[config.mk]
export PLATFORM = sky130hd
export DESIGN_NAME = phy_ms_status_mdix_ctrl
export DESIGN_NICKNAME = d
export VERILOG_FILES = /design/src/rtl/phy_ms_pkg.sv /design/src/rtl/phy_ms_status_mdix_ctrl.sv /design/src/rtl/idle_err_counter.sv
export VERILOG_INCLUDE_DIRS = /design/src /design/src/rtl
export SDC_FILE = /design/constraint.sdc
export NUM_CORES = 1
export LEC_CHECK = 0
export BUFFER_PORTS_ARGS = -buffer_cell sky130_fd_sc_hd__buf_2
export CAP_MARGIN = 15
export CORE_MARGIN = 2
export CORE_UTILIZATION = 45
export DETAILED_ROUTE_END_ITERATION = 12
export GPL_ROUTABILITY_DRIVEN = 0
export PLACE_DENSITY_LB_ADDON = 0.05
export SLEW_MARGIN = 20
export SYNTH_ARGS = -nofsm -noshare
export SYNTH_HDL_FRONTEND = slang
export SYNTH_SLANG_ARGS = --single-unit
[constraint.sdc]
create_clock -name REF_CLK_I -period 4.37 [get_ports REF_CLK_I]
set_input_delay 0.874 -clock REF_CLK_I [delete_from_list [all_inputs] [get_ports REF_CLK_I]]
set_output_delay 0.874 -clock REF_CLK_I [all_outputs]
set_load 0.03 [all_outputs]
[src/rtl/phy_ms_defs.svh]
// Offsets, field positions, reset values and counts of the status/control bank
`ifndef PHY_MS_DEFS_SVH
`define PHY_MS_DEFS_SVH

// ----------------------------------------------------------------
// Register offsets
// ----------------------------------------------------------------
`define OFS_MS_STATUS 5'h0a
`define OFS_EXT_CTRL1 5'h10
`define OFS_IRQ_STATUS 5'h18
`define OFS_IRQ_MASK 5'h19

// ----------------------------------------------------------------
// Field positions
// ----------------------------------------------------------------
`define POS_CFG_FAULT 15
`define POS_ROLE 14
`define POS_LOCAL_RX 13
`define POS_REMOTE_RX 12
`define POS_LP_FULL 11
`define POS_LP_HALF 10
`define POS_XOVER_LO 5
`define POS_XOVER_HI 6

// ----------------------------------------------------------------
// Reset values and counts
// ----------------------------------------------------------------
`define RST_EXT_CTRL1 16'h0078
`define FAIL_LIMIT 3'h7
`define IRQ_BITS 3

`endif

[src/rtl/phy_ms_pkg.sv]
// Types shared by the status/control bank
package phy_ms_pkg;
  typedef enum logic [1:0] {
    XOVER_STRAIGHT = 2'b00,
    XOVER_CROSSED = 2'b01,
    XOVER_NONE = 2'b10,
    XOVER_AUTO = 2'b11
  } xover_t;
  typedef logic [4:0] reg_addr_t;
  typedef logic [15:0] reg_word_t;
endpackage

[src/rtl/phy_ms_status_mdix_ctrl.sv]
// Master/slave status and crossover control register bank
// Notes on behaviour
// RULE1 - Config fault flag latches high, cleared by reading the status register.
// RULE2 - Fault flag also clears on autoneg enable and on autoneg complete.
// RULE3 - Fault flag sets when failed resolutions reach seven.
// RULE4 - Fault flag sets when both ends forced to the same role.
// RULE5 - Status bit shows resolved role: one master, zero slave.
// RULE6 - Read-only bit shows local receiver health, one is OK.
// RULE7 - Read-only bit shows remote receiver health, one is OK.
// RULE8 - Two bits show partner gigabit full and half duplex ability.
// RULE9 - Software trusts duplex bits only while page received reads one.
// RULE10 - Eight-bit counter counts each idle error.
// RULE11 - Idle error counter saturates at all ones.
// RULE12 - Crossover field: 00 straight, 01 crossed, 11 auto; resets to auto.
// RULE13 - A written crossover mode takes effect only at software reset.
// RULE14 - Software read-modify-writes, keeping unused control fields intact.
// RULE15 - Idle error counter clears when status register is read.
// RULE16 - Page received latches high until software reads it.
// RULE17 - Manual role is used in resolution after autoneg restart.
// RULE18 - Transmitter test mode allowed only once auto crossover is disabled.
//
// The address-and-strobe port is this design's own decision.
`timescale 1ns/1ns
`include "phy_ms_defs.svh"
module phy_ms_status_mdix_ctrl
#(
  parameter int CNT_WIDTH = 8
)
(
  // Clock and reset
  input wire logic REF_CLK_I,
  input wire logic RSTN_I,
  // Register port
  input wire phy_ms_pkg::reg_addr_t ADDR_I,
  input wire phy_ms_pkg::reg_word_t WDATA_I,
  input wire logic WR_I,
  input wire logic RD_I,
  output phy_ms_pkg::reg_word_t RDATA_O,
  // Negotiation and line events (same clock)
  input wire logic AN_ENABLE_I,
  input wire logic AN_COMPLETE_I,
  input wire logic AN_RESTART_I,
  input wire logic RESOLVE_FAIL_I,
  input wire logic PAGE_RX_I,
  input wire logic PAGE_RX_READ_I,
  input wire logic SOFT_RESET_I,
  input wire logic IDLE_ERR_I,
  input wire logic MANUAL_EN_I,
  input wire logic MANUAL_MASTER_I,
  input wire logic PARTNER_FORCED_I,
  input wire logic PARTNER_MASTER_I,
  input wire logic PARTNER_PREF_MASTER_I,
  input wire logic LOCAL_PREF_MASTER_I,
  input wire logic LOCAL_RX_OK_I,
  input wire logic REMOTE_RX_OK_I,
  input wire logic LP_FULL_I,
  input wire logic LP_HALF_I,
  input wire logic TEST_REQ_I,
  // Status outputs
  output phy_ms_pkg::xover_t XOVER_MODE_O,
  output logic ROLE_MASTER_O,
  output logic PAGE_RECEIVED_O,
  output logic TEST_MODE_EN_O,
  output logic IRQ_O
);
  import phy_ms_pkg::*;

  // ----------------------------------------------------------------
  // Register state
  // ----------------------------------------------------------------
  logic cfg_fault;
  logic [2:0] fail_count;
  logic use_manual;
  logic manual_master;
  logic local_rx_ok;
  logic remote_rx_ok;
  logic lp_full;
  logic lp_half;
  logic an_enable_d;
  reg_word_t ext_ctrl;
  logic [`IRQ_BITS-1:0] irq_status;
  logic [`IRQ_BITS-1:0] irq_mask;
  logic [CNT_WIDTH-1:0] idle_count;

  // ----------------------------------------------------------------
  // Decode
  // ----------------------------------------------------------------

  // True when the bus address selects the given register offset
  function automatic logic hits(input reg_addr_t a, input reg_addr_t ofs);
    hits = (a == ofs);
  endfunction

  // One select per mapped register, shared by read and write decode
  wire sel_status = hits(ADDR_I, `OFS_MS_STATUS);
  wire sel_ctrl = hits(ADDR_I, `OFS_EXT_CTRL1);
  wire sel_irq_status = hits(ADDR_I, `OFS_IRQ_STATUS);
  wire sel_irq_mask = hits(ADDR_I, `OFS_IRQ_MASK);

  // Strobe qualified selects; the status word has no write decode
  wire rd_status = RD_I && sel_status;
  wire wr_ctrl = WR_I && sel_ctrl;
  wire wr_irq_status = WR_I && sel_irq_status;
  wire wr_irq_mask = WR_I && sel_irq_mask;
  wire an_enable_rise = AN_ENABLE_I && !an_enable_d;

  // Resolution: manual roles clash, or preference by role
  wire both_forced = use_manual && PARTNER_FORCED_I &&
    (manual_master == PARTNER_MASTER_I); // RULE4
  wire fail_hit = RESOLVE_FAIL_I &&
    (fail_count == `FAIL_LIMIT - 3'h1); // RULE3
  wire fault_set = both_forced || fail_hit;
  wire fault_clr = rd_status || an_enable_rise || AN_COMPLETE_I; // RULE1 RULE2
  wire next_fault = fault_set ? 1'b1 : (fault_clr ? 1'b0 : cfg_fault);
  wire next_role = use_manual ? manual_master :
    (LOCAL_PREF_MASTER_I || !PARTNER_PREF_MASTER_I); // RULE5 RULE17

  // Crossover field and test gate
  wire [1:0] ctrl_xover = ext_ctrl[`POS_XOVER_HI:`POS_XOVER_LO];
  wire auto_off = XOVER_MODE_O != XOVER_AUTO;
  wire next_test = TEST_REQ_I && auto_off; // RULE18

  // Interrupt events: fault set, page received, counter saturated
  wire sat_hit = IDLE_ERR_I && (&idle_count);
  wire [`IRQ_BITS-1:0] irq_event = {sat_hit, PAGE_RX_I, fault_set};
  wire [`IRQ_BITS-1:0] next_irq_status =
    irq_event | (irq_status & ~(wr_irq_status ? WDATA_I[`IRQ_BITS-1:0] :
    {`IRQ_BITS{1'b0}}));

  // Status word assembly
  wire [15:0] status_word = {cfg_fault, ROLE_MASTER_O, local_rx_ok,
    remote_rx_ok, lp_full, lp_half, 2'b00, idle_count}; // RULE6 RULE7 RULE8

  // Interrupt words, zero padded to the bus width
  wire [15:0] irq_status_word = {{(16-`IRQ_BITS){1'b0}}, irq_status};
  wire [15:0] irq_mask_word = {{(16-`IRQ_BITS){1'b0}}, irq_mask};

  // Read multiplexer, unmapped addresses read zero
  wire [15:0] next_rdata =
    !RD_I ? 16'h0000 :
    sel_status ? status_word :
    sel_ctrl ? ext_ctrl :
    sel_irq_status ? irq_status_word :
    sel_irq_mask ? irq_mask_word : 16'h0000;

  // ----------------------------------------------------------------
  // Idle error counter
  // ----------------------------------------------------------------
  idle_err_counter #(.WIDTH(CNT_WIDTH)) u_idle_cnt
  (
    .clk_i(REF_CLK_I),
    .rstn_i(RSTN_I),
    .err_i(IDLE_ERR_I),
    .clear_i(rd_status),
    .count_o(idle_count)
  );

  // ----------------------------------------------------------------
  // Fault flag and failure count
  // ----------------------------------------------------------------

  // Fault flag: a set in the same cycle as a clear still latches
  always_ff @(posedge REF_CLK_I or negedge RSTN_I)
  begin
    if (!RSTN_I)
      cfg_fault <= 1'b0;
    else
      cfg_fault <= next_fault; // RULE1
  end

  // Delayed enable level, used to find the enable edge
  always_ff @(posedge REF_CLK_I or negedge RSTN_I)
  begin
    if (!RSTN_I)
      an_enable_d <= 1'b0;
    else
      an_enable_d <= AN_ENABLE_I;
  end

  // Failed resolution count, restarted by autoneg enable, autoneg complete and the seventh failure, not by a negotiation restart
  always_ff @(posedge REF_CLK_I or negedge RSTN_I)
  begin
    if (!RSTN_I)
      fail_count <= 3'h0;
    else if (AN_COMPLETE_I || an_enable_rise || fail_hit)
      fail_count <= 3'h0;
    else if (RESOLVE_FAIL_I)
      fail_count <= fail_count + 3'h1; // RULE3
  end

  // Manual role settings, sampled only when negotiation restarts
  always_ff @(posedge REF_CLK_I or negedge RSTN_I)
  begin
    if (!RSTN_I)
    begin
      use_manual <= 1'b0;
      manual_master <= 1'b1;
    end
    else if (AN_RESTART_I)
    begin
      use_manual <= MANUAL_EN_I; // RULE17
      manual_master <= MANUAL_MASTER_I;
    end
  end

  // Resolved role, updated once per completed negotiation
  always_ff @(posedge REF_CLK_I or negedge RSTN_I)
  begin
    if (!RSTN_I)
      ROLE_MASTER_O <= 1'b0;
    else if (AN_COMPLETE_I)
      ROLE_MASTER_O <= next_role; // RULE5
  end

  // Receiver and partner ability levels, one cycle behind the inputs
  always_ff @(posedge REF_CLK_I or negedge RSTN_I)
  begin
    if (!RSTN_I)
    begin
      local_rx_ok <= 1'b0;
      remote_rx_ok <= 1'b0;
      lp_full <= 1'b0;
      lp_half <= 1'b0;
    end
    else
    begin
      local_rx_ok <= LOCAL_RX_OK_I; // RULE6
      remote_rx_ok <= REMOTE_RX_OK_I; // RULE7
      lp_full <= LP_FULL_I; // RULE8
      lp_half <= LP_HALF_I;
    end
  end

  // Page received flag: set wins over the read clear
  always_ff @(posedge REF_CLK_I or negedge RSTN_I)
  begin
    if (!RSTN_I)
      PAGE_RECEIVED_O <= 1'b0;
    else if (PAGE_RX_I)
      PAGE_RECEIVED_O <= 1'b1; // RULE16
    else if (PAGE_RX_READ_I)
      PAGE_RECEIVED_O <= 1'b0;
  end

  // ----------------------------------------------------------------
  // Extended control and applied crossover mode
  // ----------------------------------------------------------------
  always_ff @(posedge REF_CLK_I or negedge RSTN_I)
  begin
    if (!RSTN_I)
    begin
      ext_ctrl <= `RST_EXT_CTRL1; // RULE12
      XOVER_MODE_O <= XOVER_AUTO;
    end
    else
    begin
      if (wr_ctrl)
        ext_ctrl <= WDATA_I; // RULE14
      if (SOFT_RESET_I)
        XOVER_MODE_O <= xover_t'(ctrl_xover); // RULE13 RULE12
    end
  end

  // Test mode gate
  always_ff @(posedge REF_CLK_I or negedge RSTN_I)
  begin
    if (!RSTN_I)
      TEST_MODE_EN_O <= 1'b0;
    else
      TEST_MODE_EN_O <= next_test; // RULE18
  end

  // ----------------------------------------------------------------
  // Interrupts and read data
  // ----------------------------------------------------------------

  // Sticky event bits, an event beats a same-cycle write-one clear
  always_ff @(posedge REF_CLK_I or negedge RSTN_I)
  begin
    if (!RSTN_I)
      irq_status <= '0;
    else
      irq_status <= next_irq_status;
  end

  // Interrupt mask, same layout as the event bits
  always_ff @(posedge REF_CLK_I or negedge RSTN_I)
  begin
    if (!RSTN_I)
      irq_mask <= '0;
    else if (wr_irq_mask)
      irq_mask <= WDATA_I[`IRQ_BITS-1:0];
  end

  // Level interrupt, registered so the pin never glitches
  always_ff @(posedge REF_CLK_I or negedge RSTN_I)
  begin
    if (!RSTN_I)
      IRQ_O <= 1'b0;
    else
      IRQ_O <= |(next_irq_status & irq_mask);
  end

  // Read data, valid only in the cycle after the read strobe
  always_ff @(posedge REF_CLK_I or negedge RSTN_I)
  begin
    if (!RSTN_I)
      RDATA_O <= 16'h0000;
    else
      RDATA_O <= next_rdata;
  end

endmodule

[src/rtl/idle_err_counter.sv]
// Saturating idle error counter, cleared on read
`timescale 1ns/1ns
module idle_err_counter
#(
  parameter int WIDTH = 8
)
(
  // Clock and reset
  input wire logic clk_i,
  input wire logic rstn_i,
  // Events
  input wire logic err_i,
  input wire logic clear_i,
  // Count
  output logic [WIDTH-1:0] count_o
);

  // Next count: clear wins, then count up while below all ones
  wire at_max = &count_o;
  wire [WIDTH-1:0] next_count = clear_i ? '0 :
    ((err_i && !at_max) ? count_o + 1'b1 : count_o); // RULE10 RULE11 RULE15

  // Count register
  always_ff @(posedge clk_i or negedge rstn_i)
  begin
    if (!rstn_i)
      count_o <= '0;
    else
      count_o <= next_count;
  end

endmodule

==> run_summary.xml, run 1 <==
<?xml version="1.0" encoding="UTF-8"?>
<metrics>
  <group name="grt">
    <metric name="gr-usage-all-layers" unit="%">17.1</metric>
    <metric name="antenna_found_initial" unit="">0</metric>
    <metric name="first_global_vias" unit="">1761</metric>
    <metric name="grt_pass1_wl" unit="um">8310</metric>
    <metric name="largest_net_degree_at_the_start_of_global_routing" unit="">43</metric>
    <metric name="grt.overflow.total" unit="">0</metric>
  </group>
  <group name="drt">
    <metric name="via_per_inst" unit="">5.10</metric>
    <metric name="detail_route.drc_violations" unit="">0</metric>
    <metric name="dr_iter_0_viols" unit="">75</metric>
    <metric name="drtAntennaViolNets" unit="">0</metric>
    <metric name="detail_route.first_pass.iterations" unit="">4</metric>
    <metric name="avgRoutedWirePerCell" unit="um">14.3</metric>
    <metric name="drt-total-wl" unit="um">5090</metric>
    <metric name="vias" unit="">1812</metric>
  </group>
  <group name="flow_run">
    <metric name="cap_violations" unit="">0</metric>
  </group>
  <group name="sta">
    <metric name="grt_setup_unrepaired" unit="">no</metric>
    <metric name="worst_slack" unit="ns">2.02</metric>
    <metric name="finalSetupViolCount" unit="">0</metric>
    <metric name="clock-skew-final" unit="ns">0.00849</metric>
    <metric name="fin_crit" unit="ns">2.35</metric>
    <metric name="final_count_of_hold_timing_violations" unit="">0</metric>
    <metric name="maxClockFrequency" unit="GHz">0.426</metric>
    <metric name="slew_headroom" unit="%">36.6</metric>
    <metric name="worst-slew-pin-transition" unit="ns">0.950</metric>
    <metric name="holdWs" unit="ns">0.461</metric>
    <metric name="layout_worst_path_cycle_share" unit="%">53.8</metric>
    <metric name="fin_tns_setup" unit="ns">0</metric>
    <metric name="timing.final.max_slew_violations" unit="">0</metric>
  </group>
  <group name="power">
    <metric name="static-leakage-power" unit="uW">0.00161</metric>
    <metric name="power" unit="uW">1530</metric>
    <metric name="power.density_cell_area" unit="nW/um^2">466</metric>
    <metric name="vdd_drop_max" unit="uV">243</metric>
  </group>
  <group name="die">
    <metric name="die_width" unit="um">81.4</metric>
    <metric name="dieHeight" unit="um">81.4</metric>
    <metric name="fp-row-count" unit="">28</metric>
    <metric name="core_area" unit="um^2">5850</metric>
    <metric name="die-area" unit="um^2">6620</metric>
    <metric name="io-pin-count" unit="">66</metric>
    <metric name="start_util" unit="%">46.0</metric>
  </group>
  <group name="critical_path">
    <metric name="critical_path.max_fanout" unit="">16</metric>
    <metric name="worst_ep_required_time" unit="ns">4.58</metric>
    <metric name="rrSetupSlack" unit="ns">2.67</metric>
    <metric name="arrival" unit="ns">2.56</metric>
    <metric name="endpoint_kind" unit="">flip-flop</metric>
    <metric name="worst-setup-path-type" unit="">primary input to flip-flop</metric>
    <metric name="path_cells" unit="">buf_2, nor4_2, and3_1, mux2_2</metric>
    <metric name="crit_path_max_incr_delay" unit="ns">0.82</metric>
    <metric name="cp-start-kind" unit="">primary input</metric>
    <metric name="slowest_stage" unit="">sky130_fd_sc_hd__and3_1</metric>
  </group>
  <group name="clock_tree">
    <metric name="cts_setup_buffers" unit="">0</metric>
    <metric name="ctsHoldBuffers" unit="">0</metric>
    <metric name="cts_max_level" unit="">3</metric>
    <metric name="post_cts_resized" unit="">0</metric>
    <metric name="numCtsBuffers" unit="">9</metric>
    <metric name="cts-root-to-sink-buffers" unit="">2</metric>
    <metric name="insertion_delay" unit="ns">0.33</metric>
    <metric name="cts-root-buf" unit="">sky130_fd_sc_hd__clkbuf_8</metric>
    <metric name="tritoncts" unit="">built</metric>
    <metric name="clk_pin_slew" unit="ns">0.07</metric>
    <metric name="clock_sinks" unit="">63</metric>
  </group>
  <group name="synth">
    <metric name="synth-async-reset-ratio" unit="%">100</metric>
    <metric name="synth_xor_xnor_area_share" unit="%">0.976</metric>
    <metric name="ys.flop_type" unit="">sky130_fd_sc_hd__dfrtp_1</metric>
    <metric name="synth_enable_flop_cells" unit="">0</metric>
    <metric name="synth_top_family_by_area" unit="">multiplexers</metric>
    <metric name="mappedNetlistArea" unit="um^2">2690</metric>
    <metric name="syn_inst" unit="">205</metric>
    <metric name="yosys.area_share.simple" unit="%">11.4</metric>
    <metric name="synth_compound_area_share" unit="%">10.5</metric>
    <metric name="synthMuxAreaShare" unit="%">13.7</metric>
    <metric name="ys_ff_latch" unit="">63</metric>
    <metric name="seq_area_frac_synth" unit="%">58.9</metric>
    <metric name="synth-warning-count" unit="">0</metric>
    <metric name="post_synth_num_cell_types" unit="">43</metric>
    <metric name="adder_cell_area_share_of_the_yosys_netlist" unit="%">1.39</metric>
    <metric name="synth_area_per_cell" unit="um^2">13.1</metric>
    <metric name="syn-num-nets" unit="">252</metric>
  </group>
  <group name="place">
    <metric name="placement.setup.worst_slack" unit="ns">1.64</metric>
    <metric name="numPortBuffers" unit="">65</metric>
    <metric name="hpwlAfterDp" unit="um">3600</metric>
  </group>
  <group name="cells_and_area">
    <metric name="postLayoutCoreUtil" unit="%">56.0</metric>
    <metric name="mostFrequentLayoutCells" unit="">65 x sky130_fd_sc_hd__buf_2, 56 x sky130_fd_sc_hd__dfrtp_1, 14 x sky130_fd_sc_hd__nor2_1, 14 x sky130_fd_sc_hd__mux2_2, 11 x sky130_fd_sc_hd__a22o_1</metric>
    <metric name="design.final.nets" unit="">322</metric>
    <metric name="area_growth" unit="%">21.7</metric>
    <metric name="n_antenna_cell" unit="">0</metric>
    <metric name="drive_gt1_share" unit="%">40.7</metric>
    <metric name="final_common_cell" unit="">sky130_fd_sc_hd__buf_2</metric>
  </group>
  <group name="run_status">
    <metric name="run_status" unit="">complete, no violations</metric>
  </group>
  <group name="hold_path">
    <metric name="worst_hold_path_type" unit="">flip-flop to flip-flop</metric>
  </group>
</metrics>
[routing by layer]
metal / wire length, um / part of all wire [%] / GRT usage [%] / vias to the layer above
li1: - / - / - / 888
met1: 2420 / 47 / 23.5 / 860
met2: 2240 / 44 / 24.8 / 56
met3: 333 / 6.5 / 4.78 / 8
met4: 97 / 1.9 / 8.98 / 0
met5: 0 / 0 / 0 / -
[final cells by class]
cell class                      instances  area, um^2
Clock buffer                           11         141
Clock inverter                          5        81.3
Fill cell                             501        2570
Inverter                                5        18.8
Multi-Input combinational cell        130        1020
Sequential cell                        63        1590
Tap cell                               75        93.8
Timing Repair Buffer                   66         333
[state kept, by name (all words and copies together) (netlist names)]
signal / count
IRQ_O: 1
PAGE_RECEIVED_O: 1
RDATA_O: 16
ROLE_MASTER_O: 1
TEST_MODE_EN_O: 1
XOVER_MODE_O: 2
an_enable_d: 1
cfg_fault: 1
ext_ctrl: 16
fail_count: 3
irq_mask: 3
irq_status: 3
local_rx_ok: 1
lp_full: 1
lp_half: 1
manual_master: 1
remote_rx_ok: 1
u_idle_cnt.count_o: 8
use_manual: 1
[power breakdown]
part,internal (uW),switching (uW)
sequential,674,72.7
combinational,112,111
clock,337,220
[worst max-delay path: cells and delay by family]
kind	cells	cell delay (ns)
multiplexers	1	0.42
buffers and inverters	1	0.16
AND/OR/NAND/NOR	2	1.11
[synth_stat cells (5+ instances only)]
cell type	number	area [um^2]
sky130_fd_sc_hd__dfrtp_1	56	1400
sky130_fd_sc_hd__inv_1	5	18.8
sky130_fd_sc_hd__dfstp_2	7	184
sky130_fd_sc_hd__a22o_1	11	96.3
sky130_fd_sc_hd__mux2i_1	6	60.1
sky130_fd_sc_hd__mux2_2	14	158
sky130_fd_sc_hd__nand3_1	7	35.0
sky130_fd_sc_hd__nor2_1	14	52.6
sky130_fd_sc_hd__o21ai_0	8	40.0
sky130_fd_sc_hd__mux2_4	10	150
sky130_fd_sc_hd__a21oi_1	5	25.0
sky130_fd_sc_hd__nand2_1	7	26.3
[logic make-up (layout without fill, tap and decap cells)]
kind of cell	count (synthesis)	in the layout
AOI/OAI and AO/OA	40	40
buffers and inverters	12	87
and+or+nand+nor	54	54
adders and majority gates	3	3
muxes	30	30
DFF	63	63
xor gates and xnor gates	3	3
[worst paths after layout]
| path | start | endpoint | cells after the start |
|---|---|---|---|
| min | local_rx_ok$_DFF_PN0_ | RDATA_O[13]$_DFF_PN0_ | 1 |
| max | ADDR_I[0] | ext_ctrl[0]$_DFFE_PN0P_ | 4 |
| min in group asynchronous | RSTN_I | RDATA_O[8]$_DFF_PN0_ | 1 |
| min reg2reg | local_rx_ok$_DFF_PN0_ | RDATA_O[13]$_DFF_PN0_ | 1 |
| max in group asynchronous | RSTN_I | PAGE_RECEIVED_O$_DFFE_PN0P_ | 2 |
| max reg2reg | fail_count[0]$_DFFE_PN0P_ | IRQ_O$_DFF_PN0_ | 6 |
[metrics by stage]
step,std cells,cell area (um^2)
2_1_floorplan,205,2690
3_3_place_gp,339,3050
3_5_place_dp,339,3050
4_1_cts,355,3280
5_1_grt,355,3280
6_report,355,3280
Power figures use the tool's default switching activity.
==> run 2, diff against run 1 <==
clock period = 2 ns   (was 4.37 ns; I/O delays follow)
==> run 2 against run 1 <==
- sequential cell count stayed put
- register-to-register slack worse by 2.4 ns
- core utilization is 0.21 points higher
- critical path depth is 2 higher
- setup slack worse by 1.7 ns
- clock power is 92% higher
- first-iteration DRC count is 13% higher
- critical endpoint is now IRQ_O$_DFF_PN0_
- hold slack worse by 0.39 ns
- power is 110% higher
- sequential share of layout area is 0.18 points lower
- sequential power is 120% higher
- largest cell class unchanged
==> run_summary.xml, run 2 (synthesis gave the netlist of run 1 again) <==
<?xml version="1.0" encoding="UTF-8"?>
<metrics>
  <group name="run_status">
    <metric name="run_status" unit="">complete, no violations</metric>
  </group>
  <group name="grt">
    <metric name="groute.layer.met3.usage" unit="%">5.67</metric>
    <metric name="grt.overflow.total" unit="">0</metric>
    <metric name="gr-usage-all-layers" unit="%">17.6</metric>
    <metric name="largest_net_degree_at_the_start_of_global_routing" unit="">64</metric>
    <metric name="gr-usage-met1" unit="%">21.6</metric>
    <metric name="grt_pass1_wl" unit="um">8520</metric>
    <metric name="first_global_vias" unit="">1776</metric>
    <metric name="global_route.usage.met2" unit="%">28.8</metric>
    <metric name="gr-max-usage-layer" unit="">met2</metric>
    <metric name="antenna_found_initial" unit="">0</metric>
  </group>
  <group name="critical_path">
    <metric name="worst_ep_required_time" unit="ns">2.21</metric>
    <metric name="critical_path.reg2reg.startpoint" unit="">fail_count[0]$_DFFE_PN0P_</metric>
    <metric name="rrSetupSlack" unit="ns">0.31</metric>
    <metric name="endpoint_kind" unit="">flip-flop</metric>
    <metric name="crit_path_max_incr_delay" unit="ns">0.39</metric>
    <metric name="critical_path.max_fanout" unit="">4</metric>
    <metric name="path_cells" unit="">inv_1, ha_1, and3_1, a31oi_1, nand2_1, a221o_1</metric>
    <metric name="critPathBufInv" unit="">1</metric>
    <metric name="ff2ff_path_depth" unit="">6</metric>
    <metric name="worst-setup-path-type" unit="">flip-flop to flip-flop</metric>
    <metric name="worst_r2r_endpoint" unit="">IRQ_O$_DFF_PN0_</metric>
    <metric name="arrival" unit="ns">1.91</metric>
    <metric name="cp-start-kind" unit="">flip-flop</metric>
    <metric name="slowest_stage" unit="">sky130_fd_sc_hd__dfrtp_1</metric>
    <metric name="cp_top_family" unit="">compound AO/OA/AOI/OAI gates</metric>
  </group>
  <group name="die">
    <metric name="start_util" unit="%">46.0</metric>
    <metric name="fp-row-count" unit="">28</metric>
    <metric name="die_width" unit="um">81.4</metric>
    <metric name="die-area" unit="um^2">6620</metric>
    <metric name="dieHeight" unit="um">81.4</metric>
    <metric name="core_area" unit="um^2">5850</metric>
    <metric name="io-pin-count" unit="">66</metric>
  </group>
  <group name="clock_tree">
    <metric name="ctsHoldBuffers" unit="">0</metric>
    <metric name="cts_max_level" unit="">3</metric>
    <metric name="numCtsBuffers" unit="">9</metric>
    <metric name="cts_setup_buffers" unit="">0</metric>
    <metric name="tritoncts" unit="">built</metric>
    <metric name="insertion_delay" unit="ns">0.33</metric>
    <metric name="clock_sinks" unit="">63</metric>
    <metric name="post_cts_resized" unit="">0</metric>
    <metric name="clk_pin_slew" unit="ns">0.07</metric>
    <metric name="cts-root-to-sink-buffers" unit="">2</metric>
    <metric name="cts-root-buf" unit="">sky130_fd_sc_hd__clkbuf_8</metric>
  </group>
  <group name="cells_and_area">
    <metric name="design.final.nets" unit="">326</metric>
    <metric name="layout.filler_cells" unit="">528</metric>
    <metric name="mostFrequentLayoutCells" unit="">65 x sky130_fd_sc_hd__buf_2, 56 x sky130_fd_sc_hd__dfrtp_1, 14 x sky130_fd_sc_hd__nor2_1, 14 x sky130_fd_sc_hd__mux2_2, 11 x sky130_fd_sc_hd__a22o_1</metric>
    <metric name="reg_top3" unit="">RDATA_O x16, ext_ctrl x16, u_idle_cnt.count_o x8</metric>
    <metric name="drive_gt1_share" unit="%">41.2</metric>
    <metric name="n_antenna_cell" unit="">0</metric>
    <metric name="area_growth" unit="%">22.1</metric>
    <metric name="final_common_cell" unit="">sky130_fd_sc_hd__buf_2</metric>
  </group>
  <group name="sta">
    <metric name="grt_setup_unrepaired" unit="">no</metric>
    <metric name="fin_tns_setup" unit="ns">0</metric>
    <metric name="slew_headroom" unit="%">66.2</metric>
    <metric name="worst-slew-pin-transition" unit="ns">0.508</metric>
    <metric name="maxClockFrequency" unit="GHz">0.591</metric>
    <metric name="finalSetupViolCount" unit="">0</metric>
    <metric name="worst_slack" unit="ns">0.308</metric>
    <metric name="final_count_of_hold_timing_violations" unit="">0</metric>
    <metric name="fin_crit" unit="ns">1.69</metric>
    <metric name="timing.final.max_slew_violations" unit="">0</metric>
    <metric name="layout_worst_path_cycle_share" unit="%">84.6</metric>
    <metric name="clock-skew-final" unit="ns">0.0109</metric>
  </group>
  <group name="place">
    <metric name="hpwlAfterDp" unit="um">3720</metric>
    <metric name="placement.setup.worst_slack" unit="ns">0.284</metric>
    <metric name="numPortBuffers" unit="">65</metric>
  </group>
  <group name="hold_path">
    <metric name="worst_hold_path_type" unit="">primary input to asynchronous set/reset pin</metric>
  </group>
  <group name="drt">
    <metric name="drtAntennaViolNets" unit="">0</metric>
    <metric name="vias" unit="">1844</metric>
    <metric name="drt-total-wl" unit="um">5230</metric>
    <metric name="dr_iter_0_viols" unit="">85</metric>
    <metric name="detail_route.first_pass.iterations" unit="">4</metric>
    <metric name="via_per_inst" unit="">5.14</metric>
    <metric name="avgRoutedWirePerCell" unit="um">14.6</metric>
    <metric name="detail_route.drc_violations" unit="">0</metric>
  </group>
  <group name="power">
    <metric name="vdd_drop_max" unit="uV">617</metric>
    <metric name="static-leakage-power" unit="uW">0.00162</metric>
    <metric name="power.density_cell_area" unit="nW/um^2">972</metric>
  </group>
  <group name="flow_run">
    <metric name="cap_violations" unit="">0</metric>
  </group>
</metrics>
run 2: how the worst max path moves through the flow:
stage,start,to,cells past startpoint
floorplan,ADDR_I[0],ext_ctrl[10]$_DFFE_PN0P_,5
global placement,ADDR_I[0],ext_ctrl[13]$_DFFE_PN0P_,5
detailed placement,ADDR_I[0],ext_ctrl[8]$_DFFE_PN0P_,5
CTS,fail_count[0]$_DFFE_PN0P_,IRQ_O$_DFF_PN0_,6
global route,fail_count[0]$_DFFE_PN0P_,IRQ_O$_DFF_PN0_,6
finish,fail_count[0]$_DFFE_PN0P_,IRQ_O$_DFF_PN0_,6
run 2: report_power, final:
| group | switching [uW] | internal (uW) |
|---|---|---|
| combinational | 239 | 248 |
| sequential | 170 | 1470 |
| clock | 459 | 606 |
run 2: metal layers:
metal,wire [um],vias up,share of wire [%]
li1,-,893,-
met1,2320,897,44
met2,2610,52,50
met3,287,2,5.5
met4,23,0,0.44
met5,0,-,0
run 2: final cells by class:
cell class / count / area (um^2) / share of cell area, %
Multi-Input combinational cell: 130 / 1020 / 31.1
Sequential cell: 63 / 1590 / 48.2
Clock inverter: 4 / 47.5 / 1.45
Inverter: 5 / 18.8 / 0.571
Clock buffer: 12 / 145 / 4.41
Timing Repair Buffer: 70 / 375 / 11.4
Tap cell: 75 / 93.8 / 2.85
run 2: stage by stage:
stage                     hold slack, ns  power [uW]  util, %  cell area, um^2  instances
after floorplan                    0.104        1960        -             2690        205
after global placement             0.441        2140     52.9             3100        343
after detailed placement           0.435        2160     52.9             3100        343
after CTS                         0.0700        3240     56.2             3290        359
after global routing              0.0780        3380     56.2             3290        359
final                             0.0696        3190     56.2             3290        359
